`src/pvcs_regs.svh`:
```
`ifndef PVCS_REGS_SVH
`define PVCS_REGS_SVH
// register indices; byte address is four times the index
`define PVCS_CFG_IDX 8'h10
`define PVCS_STS_IDX 8'h11
`define PVCS_CFG_ADDR 10'h040
`define PVCS_STS_ADDR 10'h044
`define PVCS_STATE_MACHINE_RESET_ADDR 10'h048
// configuration field positions
`define PVCS_B_BLOCK 15
`define PVCS_B_SCRAM 14
`define PVCS_B_SYMB 13
`define PVCS_B_FSD 12
`define PVCS_B_RSV11 11
`define PVCS_B_COPPER 10
`define PVCS_B_RSV9 9
`define PVCS_B_RSV8 8
`define PVCS_B_FLINK 7
`define PVCS_B_RSV6 6
`define PVCS_B_COL 5
`define PVCS_B_RPD 4
`define PVCS_B_STATE_MACHINE_RESET 3
`define PVCS_B_PRE 2
`define PVCS_B_SLEEP 1
`define PVCS_B_RLOOP 0
// reset values
`define PVCS_CFG_RST 16'h0414
`define PVCS_STS_RST 4'hf
// writable mask: bit 9 reads zero
`define PVCS_CFG_WMASK 16'hfdff
// state machine reset pulse length
`define PVCS_STATE_MACHINE_RESET_NS 64
`define PVCS_CLK_MHZ 125
`define PVCS_STATE_MACHINE_RESET_CYC ((`PVCS_STATE_MACHINE_RESET_NS * `PVCS_CLK_MHZ + 999) / 1000)
`endif

```
`src/pvcs_pkg.sv`:
```
package pvcs_pkg;
  // reset sequencer states, gray along idle-run-done
  typedef enum logic [1:0] {
    PVCS_IDLE = 2'b00,
    PVCS_RUN = 2'b01,
    PVCS_DONE = 2'b11
  } pvcs_rst_e;
endpackage : pvcs_pkg

```
`src/pvcs_top.sv`:
```
// Implementation choice: the Wishbone register port.
`timescale 1ns/1ps
`include "pvcs_regs.svh"
// What this block does
// - bit 15 bypasses block encoder and decoder
// - bit 14 bypasses scrambler and descrambler
// - bit 13 bypasses symbol alignment path
// - bit 12 forces signal detect active
// - bit 10 selects copper, zero fibre
// - bit 7 forces good fast link
// - bit 5 drives collision LED in test
// - bit 4 enables auto reduced power
// - bit 3 resets machines, self clears
// - bit 2 enables management preamble suppression
// - bit 1 sleeps all but clocking
// - waking restores config, resets machines
// - bit 0 loops receive data out
// - negotiation result latched into status bits
// - status 15 means fast full duplex
// - status 14 means fast half duplex
// - status 13 means slow full duplex
// - status 12 means slow half duplex
module pvcs_top
  import pvcs_pkg::*;
(
  input wire logic clk_in,
  input wire logic nrst_in,
  input wire logic wb_cyc_in,
  input wire logic wb_stb_in,
  input wire logic wb_we_in,
  input wire logic [9:0] wb_adr_in,
  input wire logic [3:0] wb_sel_in,
  input wire logic [31:0] wb_dat_in,
  output logic [31:0] wb_dat_out,
  output logic wb_ack_out,
  input wire logic an_done_in,
  input wire logic [1:0] an_mode_in,
  input wire logic signal_detect_ind_in,
  input wire logic link_raw_in,
  input wire logic test_mode_in,
  input wire logic collision_in,
  output logic bypass_block_coding_out,
  output logic bypass_scrambling_out,
  output logic bypass_symbol_path_out,
  output logic signal_detect_ind_out,
  output logic copper_mode_out,
  output logic link_good_out,
  output logic collision_led_ctl_out,
  output logic auto_reduced_power_en_out,
  output logic state_machine_reset_out,
  output logic mgmt_preamble_suppress_out,
  output logic sleep_out,
  output logic remote_loopback_out
);
  logic [15:0] cfg_ff;
  logic [15:0] saved_ff;
  logic [3:0] sts_ff;
  pvcs_rst_e rst_st_ff;
  logic [7:0] rst_cnt_ff;
  logic [31:0] nxt_dat;
  logic req;
  logic wr_cfg;
  logic [15:0] wdat;
  logic sm_start;

  // single-cycle access; ack dropped the cycle after
  assign req = wb_cyc_in && wb_stb_in && !wb_ack_out;
  assign wr_cfg = req && wb_we_in && (wb_adr_in == `PVCS_CFG_ADDR);
  // byte lanes merge into the low half only
  assign wdat = {wb_sel_in[1] ? wb_dat_in[15:8] : cfg_ff[15:8],
                 wb_sel_in[0] ? wb_dat_in[7:0] : cfg_ff[7:0]};
  // wake from sleep also restarts the machines
  assign sm_start = (wr_cfg && wdat[`PVCS_B_STATE_MACHINE_RESET]) ||
                    (wr_cfg && cfg_ff[`PVCS_B_SLEEP] &&
                     !wdat[`PVCS_B_SLEEP]);

  // bus ack, one cycle
  always_ff @(posedge clk_in or negedge nrst_in) begin
    if (!nrst_in) begin
      wb_ack_out <= 1'b0;
    end else begin
      wb_ack_out <= req;
    end
  end

  // read mux; unmapped reads return zero
  always_comb begin
    nxt_dat = 32'h0000_0000;
    case (wb_adr_in)
      `PVCS_CFG_ADDR: nxt_dat = {16'h0000, cfg_ff};
      `PVCS_STS_ADDR: nxt_dat = {16'h0000, sts_ff, 12'h000};
      `PVCS_STATE_MACHINE_RESET_ADDR: nxt_dat = {30'h0, rst_st_ff};
      default: nxt_dat = 32'h0000_0000;
    endcase
  end

  always_ff @(posedge clk_in or negedge nrst_in) begin
    if (!nrst_in) begin
      wb_dat_out <= 32'h0000_0000;
    end else if (req && !wb_we_in) begin
      wb_dat_out <= nxt_dat;
    end
  end

  // configuration register; bit 9 fixed zero
  always_ff @(posedge clk_in or negedge nrst_in) begin
    if (!nrst_in) begin
      cfg_ff <= `PVCS_CFG_RST;
    end else if (wr_cfg) begin
      cfg_ff <= wdat & `PVCS_CFG_WMASK;
      if (cfg_ff[`PVCS_B_SLEEP] && !wdat[`PVCS_B_SLEEP]) begin
        // wake restores pre-sleep settings
        cfg_ff <= saved_ff & `PVCS_CFG_WMASK;
      end
    end else if (rst_st_ff == PVCS_DONE) begin
      cfg_ff[`PVCS_B_STATE_MACHINE_RESET] <= 1'b0;
    end
  end

  // snapshot taken on the write that enters sleep
  always_ff @(posedge clk_in or negedge nrst_in) begin
    if (!nrst_in) begin
      saved_ff <= `PVCS_CFG_RST;
    end else if (wr_cfg && !cfg_ff[`PVCS_B_SLEEP] &&
                 wdat[`PVCS_B_SLEEP]) begin
      saved_ff <= cfg_ff;
    end
  end

  // state machine reset sequencer
  always_ff @(posedge clk_in or negedge nrst_in) begin
    if (!nrst_in) begin
      rst_st_ff <= PVCS_IDLE;
      rst_cnt_ff <= 8'h00;
    end else begin
      case (rst_st_ff)
        PVCS_IDLE: begin
          if (sm_start) begin
            rst_st_ff <= PVCS_RUN;
            rst_cnt_ff <= 8'(`PVCS_STATE_MACHINE_RESET_CYC - 1);
          end
        end
        PVCS_RUN: begin
          if (rst_cnt_ff == 8'h00) begin
            rst_st_ff <= PVCS_DONE;
          end else begin
            rst_cnt_ff <= rst_cnt_ff - 8'h01;
          end
        end
        PVCS_DONE: begin
          // a write setting bit 3 or waking from sleep on the done cycle starts a fresh run,
          // otherwise bit 3 would stay set with nothing to clear it
          if (sm_start) begin
            rst_st_ff <= PVCS_RUN;
            rst_cnt_ff <= 8'(`PVCS_STATE_MACHINE_RESET_CYC - 1);
          end else begin
            rst_st_ff <= PVCS_IDLE;
          end
        end
        default: rst_st_ff <= PVCS_IDLE;
      endcase
    end
  end

  // negotiated result, one hot, written at completion
  always_ff @(posedge clk_in or negedge nrst_in) begin
    if (!nrst_in) begin
      sts_ff <= `PVCS_STS_RST;
    end else if (an_done_in) begin
      sts_ff <= 4'h1 << (2'd3 - an_mode_in);
    end
  end

  // control outputs, all registered
  always_ff @(posedge clk_in or negedge nrst_in) begin
    if (!nrst_in) begin
      bypass_block_coding_out <= 1'b0;
      bypass_scrambling_out <= 1'b0;
      bypass_symbol_path_out <= 1'b0;
      signal_detect_ind_out <= 1'b0;
      copper_mode_out <= 1'b1;
      link_good_out <= 1'b0;
      collision_led_ctl_out <= 1'b0;
      auto_reduced_power_en_out <= 1'b1;
      state_machine_reset_out <= 1'b0;
      mgmt_preamble_suppress_out <= 1'b1;
      sleep_out <= 1'b0;
      remote_loopback_out <= 1'b0;
    end else begin
      bypass_block_coding_out <= cfg_ff[`PVCS_B_BLOCK];
      bypass_scrambling_out <= cfg_ff[`PVCS_B_SCRAM];
      bypass_symbol_path_out <= cfg_ff[`PVCS_B_SYMB];
      signal_detect_ind_out <= cfg_ff[`PVCS_B_FSD] ||
                               signal_detect_ind_in;
      copper_mode_out <= cfg_ff[`PVCS_B_COPPER];
      link_good_out <= cfg_ff[`PVCS_B_FLINK] || link_raw_in;
      // test mode hands the LED to software
      collision_led_ctl_out <= test_mode_in ? cfg_ff[`PVCS_B_COL]
                                            : collision_in;
      auto_reduced_power_en_out <= cfg_ff[`PVCS_B_RPD];
      state_machine_reset_out <= (rst_st_ff == PVCS_RUN);
      mgmt_preamble_suppress_out <= cfg_ff[`PVCS_B_PRE];
      sleep_out <= cfg_ff[`PVCS_B_SLEEP];
      remote_loopback_out <= cfg_ff[`PVCS_B_RLOOP];
    end
  end
endmodule : pvcs_top

```
`config.mk`:
```
export PLATFORM = sky130hd
export DESIGN_NAME = pvcs_top
export DESIGN_NICKNAME = d
export VERILOG_FILES = /design/src/pvcs_pkg.sv /design/src/pvcs_top.sv
export VERILOG_INCLUDE_DIRS = /design/src
export SDC_FILE = /design/constraint.sdc
export NUM_CORES = 1
export LEC_CHECK = 0
export BUFFER_PORTS_ARGS = -buffer_cell sky130_fd_sc_hd__clkbuf_2
export CORE_ASPECT_RATIO = 0.7
export CORE_UTILIZATION = 45
export DETAILED_ROUTE_END_ITERATION = 10
export PLACE_DENSITY_LB_ADDON = 0.15
export REMOVE_ABC_BUFFERS = 1
export SLEW_MARGIN = 20
export SYNTH_ARGS = -nofsm -noshare
export SYNTH_HDL_FRONTEND = slang
export SYNTH_SLANG_ARGS = --single-unit
export TNS_END_PERCENT = 50
```
`constraint.sdc`:
```
create_clock -name clk_in -period 2.87 [get_ports clk_in]
set_clock_uncertainty 0.1 [all_clocks]
set_input_delay 0.1435 -clock clk_in [delete_from_list [all_inputs] [get_ports clk_in]]
set_output_delay 0.1435 -clock clk_in [all_outputs]
set_load 0.01 [all_outputs]
```
After elaboration in Yosys (flattened, before gate mapping)
Index checks and enable logic that the tools add are counted.
{"block": "word_totals", "output_inout_bits": 45, "elab_cells": 77, "regBits": 91, "input_bits": 58}
{"block": "op_classes", "eq_ne": 9, "addsub": 2, "n_reduce_logical": 29, "muxes": 14, "shifts": 1}
{"cell": "$pmux 16 s3", "n": 1}
{"cell": "$mux 8", "n": 4}
{"cell": "$eq 10x7->1 const B", "n": 3}
{"cell": "$mux 16", "n": 1}
{"cell": "$pmux 8 s2", "n": 1}
{"cell": "$logic_and 1x1->1", "n": 11}
{"cell": "$logic_not 8->1", "n": 1}
{"cell": "$reduce_bool 2->1", "n": 4}
{"cell": "$sub 8x1->8 const B", "n": 1}
{"cell": "$ne 2x2->1 const B", "n": 3}
{"cell": "$pmux 2 s3", "n": 1}
{"cell": "$reduce_and 2->1", "n": 3}
{"cell": "$logic_not 1->1", "n": 4}
{"cell": "$mux 1", "n": 4}
{"cell": "$mux 2", "n": 2}
{"cell": "$shl 1x2->4 const A", "n": 1}
{"cell": "$logic_or 1x1->1", "n": 3}
{"cell": "$reduce_and 3->1", "n": 1}
{"cell": "$eq 2x1->1 const B", "n": 1}
{"cell": "$eq 2x2->1 const B", "n": 1}
{"cell": "$logic_not 2->1", "n": 1}
{"cell": "$ne 2x1->1 const B", "n": 1}
{"cell": "$reduce_or 2->1", "n": 1}
{"cell": "$sub 2x2->2 const A", "n": 1}

Logic depth before layout (Yosys ltp)
Gate-level depths: netlist of run 1.
{"block": "depth", "depth_word": 9, "depth_mapped": 9, "depth_no_buf": 7}

Least setup slack after synthesis of run 1
No wires, ideal clock.
{"block": "synth_path", "path_type": "reg-to-reg", "startpoint": "register rst_cnt_ff[0]", "endpoint": "register rst_cnt_ff[5]", "t_arrival_ps": 1767, "setup_time_ps": 121, "setup_slack_ps": 882, "period_less_slack_ps": 1988, "path_stages_with_launch": 8, "required_ps": 2649, "n_path_buf": 0, "path_cell_list": "dfrtp_1 > inv_1 > ha_1 > nor4b_1 > a31oi_1 > nor3b_1 > a21o_1 > a22o_1"}
{"block": "synth_via", "elab_chain_len": 3, "word_cells_on_any_way": 6, "classes_between": "1 x add/sub; 1 x eq/ne; 2 x mux; 2 x reduce/logical"}
{"element": "start, declared", "line_no": "pvcs_top.sv:59", "text": "logic [7:0] rst_cnt_ff;"}
{"element": "start signal, assigned", "line_no": "pvcs_top.sv:140", "text": "rst_cnt_ff <= 8'(`PVCS_STATE_MACHINE_RESET_CYC - 1);"}
{"element": "start signal, assigned", "line_no": "pvcs_top.sv:147", "text": "rst_cnt_ff <= rst_cnt_ff - 8'h01;"}
{"element": "start signal, assigned", "line_no": "pvcs_top.sv:155", "text": "rst_cnt_ff <= 8'(`PVCS_STATE_MACHINE_RESET_CYC - 1);"}
{"element": "$sub 8x1->8 / $logic_not 8->1 (equally long branches)", "line_no": "pvcs_top.sv:147, pvcs_top.sv:144"}
{"element": "$mux 8 / $ne 2x2->1 (equally long branches)"}
{"element": "$pmux 8 s2 / $reduce_and 3->1 (equally long branches)"}
Parallel ways exist; a longest one is shown, timed or not. The select of a mux whose other input is x is not followed.
A chain may end at the register's enable or synchronous reset.

Worst setup path after layout of run 1
{"block": "layout_path", "startpoint": "register rst_cnt_ff[0]", "endpoint": "register rst_cnt_ff[2]"}
The elaborated chain is that of the path after synthesis.

==> flow_summary.toml, run 1 <==
[critical_path]
critical_path.endpoint_type = "flip-flop"
r2r_start = "rst_cnt_ff[0]"
cp.required_ns = 2.97
arrival_ns = 2.42
cp-startpoint = "rst_cnt_ff[0]"
rr_worst_depth = 6
r2r_slack_ns = 0.55
worstReg2RegEnd = "rst_cnt_ff[2]"
crit_type = "flip-flop to flip-flop"
start_kind = "flip-flop"
worstPathMaxFanout = 7

[floorplanning]
coreArea_sq_um = 6913
die_w_um = 104.3
rows = 25
initial_utilization_pct = 47.69
num_io_pins = 103
dieArea_sq_um = 7678
fp.dieH_um = 73.62

[synth]
synth_warnings = 0
ys_seq_elements = 72
synth_cell_types = 51
synth_top_cell_by_area = "dfrtp_1"
ys_seq_area_share_pct = 55.14
synth-edff-count = 0
netlist_instances = 273
ys_top_cells_by_area = "dfrtp_1, dfstp_2, a22o_1"
synth_top_cells_by_count = "dfrtp_1, nor2_1, a21oi_1, a22o_1, buf_4"
avgSynthCellArea_sq_um = 12.08
synth_top_area_share_pct = 44.78
synth.most_common_cell = "dfrtp_1"
syn_area_sq_um = 3297
async_flop_share_pct = 100.0
synth_flop_cell = "dfrtp_1"

[clocking]
cts_tree = "yes"
cts_htree_levels = 3
clkLatencyLatePin_ns = 0.34
cts-resized-gates = 0
clockBufferDepth = 2
clkSinkCount = 72
cts_buffers = 9
clkTransAtPathRegs_ns = 0.08
cts_root_buffer = "clkbuf_8"
post-cts-setup-buffer-count = 0

[finish]
drive_gt1_share_pct = 33.78
nets = 429
final_core_util_pct = 58.99
area_growth_pct = 23.68
n_antenna_cell = 0
fin_cells = 464
multi_input_area_sq_um = 1309
num-fill-cells = 589
regArea_sq_um = 1818

[global_routing]
antenna_found_initial = 0
grt_pass1_wl_um = 11120
grt_pass1_vias = 2233
grt_overflow = 0
grt_max_degree = 73
grt_use_total_pct = 19.29

[sta]
setup_violations = 0
max_clock_freq_mhz = 431.1
rsz0062_at_grt = "false"
setup_tns_ns = 0
fin_crit_ns = 2.320
worstMarginPinSlew_ns = 0.7802
maxSlewHeadroom_pct = 47.70
slew_violations = 0
finalCritPeriodShare_pct = 80.83
hold_viol = 0

[routing]
post_drt_wl_per_cell_um = 14.89
vias_per_cell = 5.123
wirelength_um = 6910
num_vias = 2377
route.detailed.drc = 0
ant_nets = 0
dr.pass1.iters = 4
drt_iter0_markers = 45

[power]
power_frac_clock_pct = 33.9
pwr-share-seq_pct = 45.8
power_density_nw_per_um2 = 627.6
p_comb_share_pct = 20.3
internal-power_w = 0.001823
switching_power_w = 0.0007358
switching_share_pct = 28.75
ir_drop_mv = 0.2883
power.leakage_nw = 2.096

[placed_design]
hpwl_um = 4607
buffer_ports.inserted = 66
gp_congestion = 0.7611
place_inst = 427

[job]
maxCapViolCount = 0

[outcome]
status = "complete, no violations"

[hold_path]
hold_path_end = "cfg_ff[8]"
hold_path_depth = 3
hp-start = "wb_dat_in[8]"
worstHoldPathType = "primary input to flip-flop"
[registers in the layout, indices dropped and copies added (netlist names)]
register,cells
auto_reduced_power_en_out,1
bypass_block_coding_out,1
bypass_scrambling_out,1
bypass_symbol_path_out,1
cfg_ff,15
collision_led_ctl_out,1
copper_mode_out,1
link_good_out,1
mgmt_preamble_suppress_out,1
remote_loopback_out,1
rst_cnt_ff,8
rst_st_ff,2
saved_ff,15
signal_detect_ind_out,1
sleep_out,1
state_machine_reset_out,1
sts_ff,4
wb_ack_out,1
wb_dat_out,15
[per-stage QoR]
| step | cell area [sq um] | worst slack, ns | hold WS (ns) | power [W] |
|---|---|---|---|---|
| 2_1_floorplan | 3164 | 0.8703 | -0.2521 | 0.001525 |
| 3_3_place_gp | 3655 | 0.6404 | 0.1015 | 0.001671 |
| 3_5_place_dp | 3655 | 0.5783 | 0.1041 | 0.001689 |
| 4_1_cts | 4078 | 0.5350 | 0.0008080 | 0.002585 |
| 5_1_grt | 4078 | 0.4116 | 0.03161 | 0.002692 |
| 6_report | 4078 | 0.5502 | 0.01016 | 0.002559 |
[area by class of cell]
cell class / count / area share (%)
sequential: 72 / 44.58
timing repair buffer: 91 / 14.30
clock inverter: 5 / 1.994
clock buffer: 11 / 3.222
inverter: 10 / 0.9205
multi-input combinational: 181 / 32.10
tap: 94 / 2.884
[cell usage in the layout, fill, tap and decap left out, drive strengths merged, types with 4 or more instances in the layout]
master       netlist  layout
inv               10      10
mux2i             10      10
nand3b             4       4
a22o              17      17
nor2              20      20
buf               23       5
mux2              19      19
dfrtp             59      59
nand2             14      14
o21ai             10      10
dfstp             13      13
dlygate4sd3        0      21
ha                 6       6
conb               1      17
o22ai              7       7
a21oi             17      17
clkbuf             3      76
[routing by layer]
| layer | GRT usage [%] | part of all wire (%) | vias up |
|---|---|---|---|
| met3 | 5.856 | 4.8 | 7 |
| met4 | 7.143 | 1.1 | 0 |
| li1 | - | - | 1129 |
| met5 | 0 | 0 | - |
| met2 | 29.21 | 45 | 62 |
| met1 | 26.35 | 49 | 1179 |
[how the worst max path moves through the flow]
stage,to,depth (start not counted)
5_1_grt,rst_cnt_ff[2],6
3_3_place_gp,rst_cnt_ff[2],6
4_1_cts,rst_cnt_ff[2],6
6_report,rst_cnt_ff[2],6
3_5_place_dp,rst_cnt_ff[2],6
2_1_floorplan,saved_ff[11],5
[critical path: stages (launching register included)]
cell	delay, ns
dfrtp_1	0.41
inv_1	0.11
ha_1	0.14
nor4b_1	0.47
a31oi_1	0.37
o21ai_1	0.41
a22oi_1	0.17
[logic make-up (layout without fill, tap and decap cells)]
| family | after synthesis | count (layout) | share of synthesized area, % |
|---|---|---|---|
| compound gates | 66 | 66 | 13.59 |
| fa+ha+maj | 6 | 6 | 2.277 |
| buf+inv | 36 | 117 | 6.983 |
| flops | 72 | 72 | 55.14 |
| mux | 29 | 29 | 10.55 |
| other cells | 1 | 17 | 0.1137 |
| simple gates | 63 | 63 | 11.35 |
[power groups by stage]
stage	Clock (W)	Combinational (W)	Sequential [W]
after global routing	0.000929	0.000577	0.00119
final	0.000868	0.000520	0.00117
after CTS	0.000888	0.000526	0.00117
after global placement	0	0.000483	0.00119
after floorplan	0	0.000348	0.00118
after detailed placement	0	0.000499	0.00119
[timing repair]
| action | CTS | global route |
|---|---|---|
| endpoints found under the setup margin | 0 | 0 |
| hold buffers | 21 | 0 |
| hold endpoints to repair | 76 | 0 |
(Power assumes the default switching activity.)
==> run 2, diff against run 1 <==
==> constraint.sdc (replaced) <==
create_clock -name clk_in -period 2.42 [get_ports clk_in]
set_clock_uncertainty 0.1 [all_clocks]
set_input_delay 0.121 -clock clk_in [delete_from_list [all_inputs] [get_ports clk_in]]
set_output_delay 0.121 -clock clk_in [all_outputs]
set_load 0.01 [all_outputs]
==> flow_summary.toml, run 2 (synthesis results as in run 1) <==
[clocking]
postCtsHoldBufs = 25
cts_htree_levels = 3
cts_root_buffer = "clkbuf_8"
clockBufferDepth = 2
clkLatencyLatePin_ns = 0.34
clkTransAtPathRegs_ns = 0.07
cts_buffers = 9
clkSinkCount = 72
cts-resized-gates = 0
post-cts-setup-buffer-count = 0
cts_tree = "yes"

[global_routing]
grt_use_total_pct = 20.00
grt_pass1_vias = 2324
grt_max_degree = 45
grt_overflow = 0
grt_pass1_wl_um = 11390
antenna_found_initial = 0

[floorplanning]
initial_utilization_pct = 47.69
die_w_um = 104.3
num_io_pins = 103
fp.dieH_um = 73.62
dieArea_sq_um = 7678
rows = 25
coreArea_sq_um = 6913

[power]
p_comb_share_pct = 21.8
pwr-share-seq_pct = 48.0
power.leakage_nw = 2.128
power_frac_clock_pct = 30.2
switching_power_w = 0.0008495
ir_drop_mv = 0.3104
internal-power_w = 0.002049
power_density_nw_per_um2 = 702.3
switching_share_pct = 29.31

[sta]
slew_violations = 0
hold_viol = 0
setup_violations = 0
fin_crit_ns = 2.086
setup_tns_ns = 0
worstMarginPinSlew_ns = 0.6571
finalCritPeriodShare_pct = 86.21
maxSlewHeadroom_pct = 56.19
max_clock_freq_mhz = 479.3
rsz0062_at_grt = "false"
holdWs_ns = 0.03181

[outcome]
status = "complete, no violations"

[critical_path]
cp_top_family = "compound AO/OA/AOI/OAI gates"
start_kind = "flip-flop"
path_cells = "inv_1 > ha_1 > nor4b_1 > a31oi_1 > buf_4 > nor3b_1 > a21o_1 > a22o_1"
arrival_ns = 2.21
path_buf_inv = 2
slowest_delay_ns = 0.41
critical_path.endpoint_type = "flip-flop"
worstPathMaxFanout = 4
cp.required_ns = 2.55
cpMaxStageDelayCell = "dfrtp_1"
crit_type = "flip-flop to flip-flop"
r2r_slack_ns = 0.33

[routing]
vias_per_cell = 5.011
post_drt_wl_per_cell_um = 14.60
dr.pass1.iters = 4
num_vias = 2370
wirelength_um = 6906
ant_nets = 0
route.detailed.drc = 0
drt_iter0_markers = 48

[finish]
layout_common_cells = "clkbuf_2, dfrtp_1, dlygate4sd3_1, nor2_1"
area_growth_pct = 25.20
n_antenna_cell = 0
top_regs = "cfg_ff: 15 flops, saved_ff: 15 flops, wb_dat_out: 15 flops"
nets = 438
num-fill-cells = 594
drive_gt1_share_pct = 34.30
mostFrequentLayoutCell = "clkbuf_2"

[job]
maxCapViolCount = 0

[placed_design]
hpwl_um = 4691
buffer_ports.inserted = 66
gp_congestion = 0.7729

[hold_path]
worstHoldPathType = "primary input to flip-flop"
==> run 2: path summary, 6_finish.rpt <==
| kind | start | end | depth (start not counted) |
|---|---|---|---|
| min | wb_stb_in | wb_ack_out | 2 |
| min in group asynchronous | nrst_in | collision_led_ctl_out | 2 |
| max in group asynchronous | nrst_in | sts_ff[1] | 3 |
| max | rst_cnt_ff[0] | rst_cnt_ff[5] | 8 |
| min reg2reg | cfg_ff[2] | mgmt_preamble_suppress_out | 0 |
| max reg2reg | rst_cnt_ff[0] | rst_cnt_ff[5] | 8 |
==> run 2: through the flow <==
stage               setup slack [ns]  total power (W)  instance area [sq um]  instances  utilization, %
floorplan                     0.4203         0.001809                   3164        263               -
global placement              0.3935         0.001990                   3692        432           53.41
detailed placement            0.3636         0.002012                   3692        432           53.41
CTS                           0.3479         0.002931                   4128        473           59.71
global route                  0.1530         0.003071                   4128        473           59.71
finish                        0.3337         0.002899                   4128        473           59.71
==> run 2: per-layer routing <==
layer / vias up / global-route usage [%] / wire length [um]
met4: 0 / 7.143 / 85
met2: 71 / 30.68 / 3075
met3: 10 / 6.034 / 349
li1: 1148 / - / -
met1: 1141 / 27.11 / 3394
met5: - / 0 / 0
==> run 2: worst reg2reg max path, cell delays in order, from the launching register on <==
cell	delay, ns
dfrtp_1	0.41
inv_1	0.11
ha_1	0.15
nor4b_1	0.32
a31oi_1	0.24
buf_4	0.20
nor3b_1	0.13
a21o_1	0.15
a22o_1	0.18
==> run 2: power by group through the flow <==
stage          Combinational, W  Sequential [W]  Clock (W)
3_3_place_gp           0.000581         0.00141          0
6_report               0.000631         0.00139   0.000876
4_1_cts                0.000636         0.00139   0.000905
5_1_grt                0.000702         0.00141   0.000962
2_1_floorplan          0.000413         0.00140          0
3_5_place_dp           0.000599         0.00141          0
==> run 2: cell type report <==
type                       count  area, sq um  area share [%]
multi-input combinational    181         1309           31.71
timing repair buffer         100        660.6           16.00
inverter                      10        37.54          0.9094
tap                           94        117.6           2.849
clock buffer                  14        172.7           4.183
clock inverter                 2        12.51          0.3031
sequential                    72         1818           44.04
